[config.mk]
export PLATFORM = sky130hd
export DESIGN_NAME = gdfb_driver_flat
export DESIGN_NICKNAME = d
export VERILOG_FILES = /design/src/gdfb_pkg.sv /design/src/gdfb_if.sv /design/src/gdfb_driver.sv /design/src/flat_wrapper.sv
export VERILOG_INCLUDE_DIRS = /design/src /design/src/src
export SDC_FILE = /design/constraint.sdc
export NUM_CORES = 1
export LEC_CHECK = 0
export ABC_AREA = 1
export BUFFER_PORTS_ARGS = -buffer_cell sky130_fd_sc_hd__buf_2
export CORE_ASPECT_RATIO = 1.4
export CORE_MARGIN = 2
export CORE_UTILIZATION = 55
export DETAILED_ROUTE_END_ITERATION = 8
export GPL_ROUTABILITY_DRIVEN = 0
export GPL_TIMING_DRIVEN = 0
export HOLD_SLACK_MARGIN = 0.02
export PLACE_DENSITY = 0.75
export REMOVE_ABC_BUFFERS = 1
export SYNTH_ARGS = -nofsm -noshare
export SYNTH_HDL_FRONTEND = slang
export SYNTH_SLANG_ARGS = --single-unit
export TNS_END_PERCENT = 30
[constraint.sdc]
create_clock -name sys_clk_i -period 2 [get_ports sys_clk_i]
set_input_delay 0.1 -clock sys_clk_i [delete_from_list [all_inputs] [get_ports sys_clk_i]]
set_output_delay 0.1 -clock sys_clk_i [all_outputs]
set_load 0.05 [all_outputs]
[src/gdfb_regs.svh]
// timing counts and field positions for the gate driver fault blocking block
// assumes a 200 MHz system clock; included by package and both ends
// Functional notes
// - external fault acts like any channel fault
// - host holds external fault over 100ns
// - host turns off opposite channel on fault
// - host dead time exceeds 2us plus reaction
// - primary undervoltage blocks both until cleared
// - secondary undervoltage blocks one channel, timed
// - collector check ignored during response time
// - after response time overvoltage trips channel
// - blocking time forces output off, status low
// - one channel fault leaves other untouched
// - blocking expiry releases channel automatically
// - short pulse turns off without soft turn-off
// - unused external fault tied inactive
// - status outputs open-drain, separate per channel
// - no reset input clears faults; here rst_i clears the fault registers
`ifndef GDFB_REGS_SVH
`define GDFB_REGS_SVH
`define GDFB_CLK_MHZ 200
`define GDFB_EXT_MIN_NS 100
`define GDFB_EXT_MIN_CYC ((`GDFB_EXT_MIN_NS * `GDFB_CLK_MHZ + 999) / 1000)
`define GDFB_DEAD_MIN_NS 2000
`define GDFB_DEAD_MIN_CYC ((`GDFB_DEAD_MIN_NS * `GDFB_CLK_MHZ + 999) / 1000)
`define GDFB_RESP_CYC 800
`define GDFB_BLOCK_CYC 20000
`define GDFB_NCH 2
`define GDFB_CH_A 0
`define GDFB_CH_B 1
`define GDFB_SYNC_VCE 0
`define GDFB_SYNC_EXT 2
`define GDFB_SYNC_SUV 4
`define GDFB_SYNC_PUV 6
`define GDFB_SYNC_W 7
`endif

[src/gdfb_pkg.sv]
// types shared by the driver end and the host end
// assumes gdfb_regs.svh is on the include path
`include "gdfb_regs.svh"
package gdfb_pkg;
	typedef enum logic [1:0] {
		GDFB_IDLE = 2'b00,
		GDFB_RESP = 2'b01,
		GDFB_ON = 2'b10,
		GDFB_BLOCK = 2'b11
	} gdfb_state_t;
	typedef logic [`GDFB_NCH-1:0] gdfb_ch_t;
endpackage

[src/gdfb_if.sv]
// link between host pwm controller and the gate driver fault block
// the bench resolves open-drain status wires from the enables
`timescale 1ns/1ps
`default_nettype none
interface gdfb_if;
	logic [1:0] channel_drive_in;
	logic [1:0] fault_status_n_o;
	logic [1:0] fault_status_n_oe;
	logic [1:0] fault_status_n_i;
	modport drv (input channel_drive_in, fault_status_n_i, output fault_status_n_o, fault_status_n_oe);
	modport host (output channel_drive_in, input fault_status_n_i);
endinterface
`default_nettype wire

[src/gdfb_driver.sv]
// driver end: per-channel fault supervision, blocking and gate control
// assumes fault flags are asynchronous; drive inputs synchronous to sys_clk_i
// assumes the host end turns the other channel off on any status fault
// assumes the status pins are pulled up outside, since they only pull low
// assumes reset is held with the clock enable high
`timescale 1ns/1ps
`default_nettype none
`include "gdfb_regs.svh"
module gdfb_driver #(
	// response and blocking windows in enabled clock cycles, so the
	// durations follow whatever clock the system runs at
	parameter int unsigned RESP_CYC = `GDFB_RESP_CYC,
	parameter int unsigned BLOCK_CYC = `GDFB_BLOCK_CYC,
	// counter width must hold the longer of the two windows
	parameter int unsigned CW = 16
) (
	input wire logic sys_clk_i,
	input wire logic rst_i,
	input wire logic clk_en_i,
	gdfb_if.drv lnk,
	// fault flags arrive unsynchronised from the power stage
	input wire gdfb_pkg::gdfb_ch_t vce_over_i,
	input wire gdfb_pkg::gdfb_ch_t ext_fault_i,
	input wire gdfb_pkg::gdfb_ch_t sec_uv_i,
	input wire logic prim_uv_i,
	// gate command per channel and the soft turn-off pulse
	output logic [1:0] gate_on_o,
	output logic [1:0] soft_off_o
);
	import gdfb_pkg::*;

	// flag bundle ahead of the synchroniser; fixed bit positions per source
	// bit layout comes from the shared header so every tap agrees
	wire logic [`GDFB_SYNC_W-1:0] flag_raw;
	wire logic [`GDFB_SYNC_W-1:0] flag_sync;
	assign flag_raw[`GDFB_SYNC_VCE +: `GDFB_NCH] = vce_over_i;
	assign flag_raw[`GDFB_SYNC_EXT +: `GDFB_NCH] = ext_fault_i;
	assign flag_raw[`GDFB_SYNC_SUV +: `GDFB_NCH] = sec_uv_i;
	assign flag_raw[`GDFB_SYNC_PUV] = prim_uv_i;

	// two-flop synchroniser per flag bit; the first stage feeds only the
	// second, so a metastable first stage never reaches the channel logic
	genvar s;
	generate
		for (s = 0; s < `GDFB_SYNC_W; s++) begin : g_sync
			logic meta_r, meta_nxt, sync_r, sync_nxt;

			// both stages hold while the clock enable is low
			always_comb begin
				meta_nxt = meta_r;
				sync_nxt = sync_r;
				if (clk_en_i) begin
					meta_nxt = flag_raw[s];
					sync_nxt = meta_r;
				end
			end

			// a flag seen during reset is dropped, costing two cycles at start
			always_ff @(posedge sys_clk_i) begin
				if (rst_i) begin
					meta_r <= 1'b0;
					sync_r <= 1'b0;
				end else begin
					meta_r <= meta_nxt;
					sync_r <= sync_nxt;
				end
			end
			assign flag_sync[s] = sync_r;
		end
	endgenerate

	// primary undervoltage is shared by both channels
	wire logic puv = flag_sync[`GDFB_SYNC_PUV];

	// no fault-clear input exists; only timer expiry, rst_i or the end of primary undervoltage recovers
	wire logic [`GDFB_NCH-1:0] st_fault;
	// per-channel register copies, gathered into vectors below
	wire logic [`GDFB_NCH-1:0] gate_w;
	wire logic [`GDFB_NCH-1:0] soft_w;

	genvar g;
	generate
		for (g = 0; g < `GDFB_NCH; g++) begin : g_ch
			gdfb_state_t st_r, st_nxt;
			logic [CW-1:0] cnt_r, cnt_nxt;
			logic gate_r, gate_nxt, soft_r, soft_nxt, flt_r, flt_nxt;
			// taps of this channel only; the other channel's flags never enter
			wire logic vce = flag_sync[`GDFB_SYNC_VCE + g];
			wire logic secflt = flag_sync[`GDFB_SYNC_EXT + g] | flag_sync[`GDFB_SYNC_SUV + g];
			wire logic drv = lnk.channel_drive_in[g];

			// next state per channel; only this channel's inputs matter,
			// so a trip here never reaches the other gate or status;
			// the opposite channel is left for the host to switch off
			always_comb begin
				st_nxt = st_r;
				cnt_nxt = cnt_r;
				gate_nxt = gate_r;
				soft_nxt = 1'b0;
				flt_nxt = flt_r;
				case (st_r)
					// idle: an external or undervoltage fault trips at once, a drive starts the
					// blanking window with the gate already turned on
					GDFB_IDLE: begin
						gate_nxt = 1'b0;
						flt_nxt = 1'b0;
						// an external or undervoltage fault while idle still blocks and reports
						if (secflt) begin
							st_nxt = GDFB_BLOCK;
							cnt_nxt = CW'(BLOCK_CYC - 1);
							flt_nxt = 1'b1;
						end else if (drv && !puv) begin
							st_nxt = GDFB_RESP;
							cnt_nxt = CW'(RESP_CYC - 1);
							gate_nxt = 1'b1;
						end
					end

					// response window: count down, gate already on
					GDFB_RESP: begin
						// collector compare blanked here; external and
						// secondary undervoltage faults still trip at once
						if (secflt) begin
							st_nxt = GDFB_BLOCK;
							cnt_nxt = CW'(BLOCK_CYC - 1);
							gate_nxt = 1'b0;
							soft_nxt = 1'b1;
							flt_nxt = 1'b1;
						end else if (!drv || puv) begin
							st_nxt = GDFB_IDLE;
							gate_nxt = 1'b0;
						end else if (cnt_r == '0) begin
							st_nxt = GDFB_ON;
						end else begin
							cnt_nxt = cnt_r - 1'b1;
						end
					end

					// conducting: collector check now armed
					GDFB_ON: begin
						// soft turn-off pulse marks a fault turn-off; a normal
						// drive release takes the plain path with no pulse
						if (vce || secflt) begin
							st_nxt = GDFB_BLOCK;
							cnt_nxt = CW'(BLOCK_CYC - 1);
							gate_nxt = 1'b0;
							soft_nxt = 1'b1;
							flt_nxt = 1'b1;
						end else if (!drv || puv) begin
							st_nxt = GDFB_IDLE;
							gate_nxt = 1'b0;
						end
					end

					// blocking: drive input ignored until the counter runs out
					GDFB_BLOCK: begin
						// gate held off, status held low
						gate_nxt = 1'b0;
						flt_nxt = 1'b1;
						if (cnt_r == '0) begin
							st_nxt = GDFB_IDLE;
							flt_nxt = 1'b0;
						end else begin
							cnt_nxt = cnt_r - 1'b1;
						end
					end

					// unused code: fall back to a safe off state
					default: begin
						st_nxt = GDFB_IDLE;
						gate_nxt = 1'b0;
						flt_nxt = 1'b0;
					end
				endcase
			end

			// registers only; the enable freezes the whole channel
			always_ff @(posedge sys_clk_i) begin
				if (rst_i) begin
					st_r <= GDFB_IDLE;
					cnt_r <= '0;
					gate_r <= 1'b0;
					soft_r <= 1'b0;
					flt_r <= 1'b0;
				end else if (clk_en_i) begin
					st_r <= st_nxt;
					cnt_r <= cnt_nxt;
					gate_r <= gate_nxt;
					soft_r <= soft_nxt;
					flt_r <= flt_nxt;
				end
			end

			// channel copies for the shared output vectors
			assign gate_w[g] = gate_r;
			assign soft_w[g] = soft_r;
			// primary undervoltage reports on both channels while it lasts
			assign st_fault[g] = flt_r | puv;
		end
	endgenerate

	// primary undervoltage overrides both channels without a cycle of delay
	assign gate_on_o = gate_w & {`GDFB_NCH{~puv}};
	assign soft_off_o = soft_w;

	// open-drain status: level fixed low, only the enable moves, so a
	// shared pull-up may join both channels outside if the user wishes
	assign lnk.fault_status_n_o = '0;
	assign lnk.fault_status_n_oe = st_fault;
endmodule // gdfb_driver
`default_nettype wire

[src/flat_wrapper.sv]
// flat-port wrapper written by rule: the top's interface ports become plain ports
module gdfb_driver_flat import gdfb_pkg::*;
#(
	                                                                
	                                                     
	parameter int unsigned RESP_CYC = `GDFB_RESP_CYC,
	parameter int unsigned BLOCK_CYC = `GDFB_BLOCK_CYC,
	                                                        
	parameter int unsigned CW = 16
)
  (sys_clk_i, rst_i, clk_en_i, vce_over_i, ext_fault_i, sec_uv_i, prim_uv_i, gate_on_o, soft_off_o, lnk_channel_drive_in, lnk_fault_status_n_i, lnk_fault_status_n_o, lnk_fault_status_n_oe);
  gdfb_if lnk_i ();
  input wire logic sys_clk_i;
  input wire logic rst_i;
  input wire logic clk_en_i;
  input wire gdfb_pkg::gdfb_ch_t vce_over_i;
  input wire gdfb_pkg::gdfb_ch_t ext_fault_i;
  input wire gdfb_pkg::gdfb_ch_t sec_uv_i;
  input wire logic prim_uv_i;
  output logic [1:0] gate_on_o;
  output logic [1:0] soft_off_o;
  input wire logic [$bits(lnk_i.channel_drive_in)-1:0] lnk_channel_drive_in;
  input wire logic [$bits(lnk_i.fault_status_n_i)-1:0] lnk_fault_status_n_i;
  output wire logic [$bits(lnk_i.fault_status_n_o)-1:0] lnk_fault_status_n_o;
  output wire logic [$bits(lnk_i.fault_status_n_oe)-1:0] lnk_fault_status_n_oe;
  assign lnk_i.channel_drive_in = lnk_channel_drive_in;
  assign lnk_i.fault_status_n_i = lnk_fault_status_n_i;
  assign lnk_fault_status_n_o = lnk_i.fault_status_n_o;
  assign lnk_fault_status_n_oe = lnk_i.fault_status_n_oe;
  gdfb_driver #(.RESP_CYC(RESP_CYC), .BLOCK_CYC(BLOCK_CYC), .CW(CW)) u_core (.sys_clk_i(sys_clk_i), .rst_i(rst_i), .clk_en_i(clk_en_i), .lnk(lnk_i), .vce_over_i(vce_over_i), .ext_fault_i(ext_fault_i), .sec_uv_i(sec_uv_i), .prim_uv_i(prim_uv_i), .gate_on_o(gate_on_o), .soft_off_o(soft_off_o));
endmodule
==> results_dict.tcl <==
set metrics [dict create \
    initial_core_util 0.573 \
    max_slew.worst_pin.slew_ns 0.588 \
    final_area_um2 4110 \
    setup_viol_count_final 0 \
    grt_max_degree 39 \
    place.detailed.instances 659 \
    grt_pass1_vias 3351 \
    combined_area_of_the_multi_input_logic_cells_um2 2350 \
    main_combinational_cell_family_by_area_after_synthesis "simple AND/OR/NAND/NOR gates" \
    synth-seq-area-share 0.296 \
    worst_r2r_startpoint "u_core.g_ch[1].st_r[1]" \
    yosys.area_share.simple 0.381 \
    synth_edf_count 0 \
    average_size_of_a_mapped_cell_um2 6.69 \
    yosys.area_share.xor_xnor 0.0277 \
    critPathLaunchType "flop" \
    vias 3572 \
    worstSkewPairLatency_ns 0.31 \
    number_of_diodes_added_for_antenna_fixing 0 \
    final.period_utilization 0.908 \
    wl_per_cell_um 12.2 \
    fillers 615 \
    end_kind "flop" \
    core_area_um2 6610 \
    worstReg2RegEnd "u_core.g_ch[1].cnt_r[12]" \
    postSynthCellCount 567 \
    final-max-slew-violation-count 0 \
    die_width_um 74.2 \
    synth_area_leader_cell "sky130_fd_sc_hd__dfxtp_1" \
    grt_setup_unrepaired "true" \
    place.port_buffers 17 \
    fp.dieH_um 102 \
    hold_critical_path_endpoint "u_core.g_sync[3].meta_r" \
    drt_first_pass_iters 5 \
    final_period_minus_worst_setup_slack_ns 1.82 \
    die-area_um2 7580 \
    grt-ovfl-total 0 \
    synth_fa_ha_area_frac 0.0462 \
    synth.ff_latch_count 56 \
    drt_drc_violations_left 0 \
    post_synthesis_instance_area_um2 3790 \
    synth_compound_gate_area_share 0.155 \
    min_path_type "in -> reg" \
    finalNetCount 611 \
    antenna_left 0 \
    timing.setup.critical_path_class "reg -> reg" \
    clkSinkCount 56 \
    cts_tree "yes" \
    status "completed" \
    ios 22 \
    ys_top_cells_by_count "107 x sky130_fd_sc_hd__nand2_1, 96 x sky130_fd_sc_hd__nor2_1, 56 x sky130_fd_sc_hd__dfxtp_1" \
    synth_top_cell_area_share 0.296 \
    utilization 0.621 \
    route.detailed.vias_per_inst 5.28 \
    synthToLayoutAreaGrowth_pct 8.32 \
    synthMuxAreaShare 0 \
    post_dp_cell_area_um2 3880 \
    synth_async_sr_flop_share 0 \
    timing.slew.headroom 0.607 \
    routed_wl_mm 8.24 \
    grt_first_pass_wirelength_mm 14.3 \
    r2r.worst_path.cells 11 \
    antenna_found_initial 0 \
    worst-endpoint-required_ns 2.25 \
    total_clock_buffers_created_by_cts 5 \
    synthTopCellsByArea "sky130_fd_sc_hd__dfxtp_1 30%, sky130_fd_sc_hd__nand2_1 11%, sky130_fd_sc_hd__nor2_1 9.5%" \
    finish.cell_count_without_fillers 676 \
    clock_skew_ns 0.0121 \
    pwr_density_cell_nw_per_um2 922 \
    std_cell_rows 35 \
    design_power_total_mw 3.79 \
    vdd_ir_drop_max_mv 0.559 \
    timing.hold.worst.start "ext_fault_i[1]" \
    grt_use_total 0.235 \
    achievable-frequency_ghz 0.551 \
    dp.final_hpwl_mm 6.09 \
    drive_gt1_frac 0.188 \
    h_tree_levels 2 \
    synth_warnings 0 \
    finalHoldViolCount 0 \
    first_iter_violations 152 \
    root_driver "sky130_fd_sc_hd__clkbuf_8" \
    synthMostInstantiatedCell "sky130_fd_sc_hd__nand2_1" \
    reg2reg_slack_ns 0.18 \
    yosysUniqueCellTypes 40 \
    clock_tree.buffer_depth 2 \
    max_capacitance_violation_count 0 \
    clkSlewWorstSetupHoldPaths_ns 0.10 \
    area.sequential_um2 1120 \
    power.leakage_nw 1.89 \
    synth-main-ff-cell "sky130_fd_sc_hd__dfxtp_1" \
    crit_path_max_fanout 12 \
    hold_path_cell_cnt 3 \
    arrival_time_of_data_at_the_critical_path_endpoint_ns 2.07 \
]
==> cell families after synthesis <==
logic type,count (synthesis)
xor+xnor,12
fa+ha+maj,14
compound gates,101
buf+inv,81
other cells,1
simple gates,302
flops,56
==> where the power goes <==
part           internal (mW)  switching [mW]  total, mW
clock                  0.379           0.375      0.754
sequential              1.23           0.143       1.38
combinational          0.570            1.09       1.66
==> layer usage <==
layer	track usage	share of wire	up-vias
met5	0	0	-
li1	-	-	1856
met4	0.106	0.023	0
met1	0.280	0.43	1625
met3	0.0306	0.031	21
met2	0.412	0.51	70
==> worst max-delay path, stage by stage, from the launching register on <==
cell	delay, ns
sky130_fd_sc_hd__dfxtp_1	0.40
sky130_fd_sc_hd__inv_1	0.10
sky130_fd_sc_hd__ha_1	0.27
sky130_fd_sc_hd__nand2_1	0.15
sky130_fd_sc_hd__nor2_2	0.05
sky130_fd_sc_hd__nor2_2	0.14
sky130_fd_sc_hd__nand2_4	0.16
sky130_fd_sc_hd__nor2_4	0.18
sky130_fd_sc_hd__inv_2	0.06
sky130_fd_sc_hd__nor3_2	0.12
sky130_fd_sc_hd__a21oi_2	0.04
sky130_fd_sc_hd__nor2_1	0.08
==> registers in the layout, summed over array words and instances (netlist names) <==
register and count:
u_core.g_ch.vce 2, u_core.g_ch.st_r 4, u_core.g_ch.soft_r 2, u_core.g_ch.cnt_r 32, u_core.g_sync.sync_r 5, u_core.g_ch.flt_r 2, u_core.g_ch.gate_r 2, u_core.g_sync.meta_r 7
==> cell type report <==
class / count / area share
clock buffers: 6 / 0.0177
clock inverters: 2 / 0.00945
inverters: 63 / 0.0594
multi-input cells: 431 / 0.572
flip-flops and latches: 56 / 0.273
well taps: 92 / 0.0280
repair buffers: 26 / 0.0408
==> how the worst max path moves through the flow <==
stage,startpoint,end,cells past startpoint
2_1_floorplan,u_core.g_ch[1].st_r[1],u_core.g_ch[1].cnt_r[12],11
3_3_place_gp,u_core.g_ch[0].st_r[1],u_core.g_ch[0].cnt_r[5],7
3_5_place_dp,u_core.g_ch[0].st_r[1],u_core.g_ch[0].cnt_r[5],7
6_report,u_core.g_ch[1].st_r[1],u_core.g_ch[1].cnt_r[12],11
5_1_grt,u_core.g_ch[0].cnt_r[0],u_core.g_ch[0].cnt_r[14],12
4_1_cts,u_core.g_ch[0].st_r[1],u_core.g_ch[0].cnt_r[5],7
==> metrics by stage <==
step	setup TNS [ns]	hold WS [ns]	setup WS, ns
after floorplan	0	0.162	0.384
after global placement	0	0.322	0.125
after detailed placement	0	0.331	0.0635
after CTS	0	0.0204	0.0325
after global routing	-0.00886	0.0295	-0.00886
final	0	0.0218	0.184
==> placed cells by master (no fill, tap or decap), types with 3 or more instances in the layout <==
cell type	count
sky130_fd_sc_hd__dlygate4sd3_1	6
sky130_fd_sc_hd__nand3_2	3
sky130_fd_sc_hd__o21ai_1	13
sky130_fd_sc_hd__o211ai_2	3
sky130_fd_sc_hd__nand2_4	3
sky130_fd_sc_hd__o21ai_0	30
sky130_fd_sc_hd__a21oi_1	35
sky130_fd_sc_hd__nor3_2	5
sky130_fd_sc_hd__nor2_1	96
sky130_fd_sc_hd__nor3_1	8
sky130_fd_sc_hd__buf_2	17
sky130_fd_sc_hd__ha_1	12
sky130_fd_sc_hd__nor2_2	17
sky130_fd_sc_hd__dfxtp_1	56
sky130_fd_sc_hd__inv_1	46
sky130_fd_sc_hd__xnor2_1	6
sky130_fd_sc_hd__o211ai_1	4
sky130_fd_sc_hd__o21ai_2	3
sky130_fd_sc_hd__nor2_4	11
sky130_fd_sc_hd__xor2_1	6
sky130_fd_sc_hd__a21oi_2	7
sky130_fd_sc_hd__clkbuf_8	5
sky130_fd_sc_hd__nand2_2	7
sky130_fd_sc_hd__nand4_1	9
sky130_fd_sc_hd__buf_4	3
sky130_fd_sc_hd__nand2_1	107
sky130_fd_sc_hd__inv_2	15
sky130_fd_sc_hd__nand3_1	29
==> what timing repair did <==
item | CTS | global route
hold endpoints to repair | 6 | 0
hold buffers | 6 | 0
setup buffers | 0 | 3
resized for setup | 0 | 8
setup endpoints to repair | 0 | 25
No activity file was read; power rests on OpenSTA's default activity.
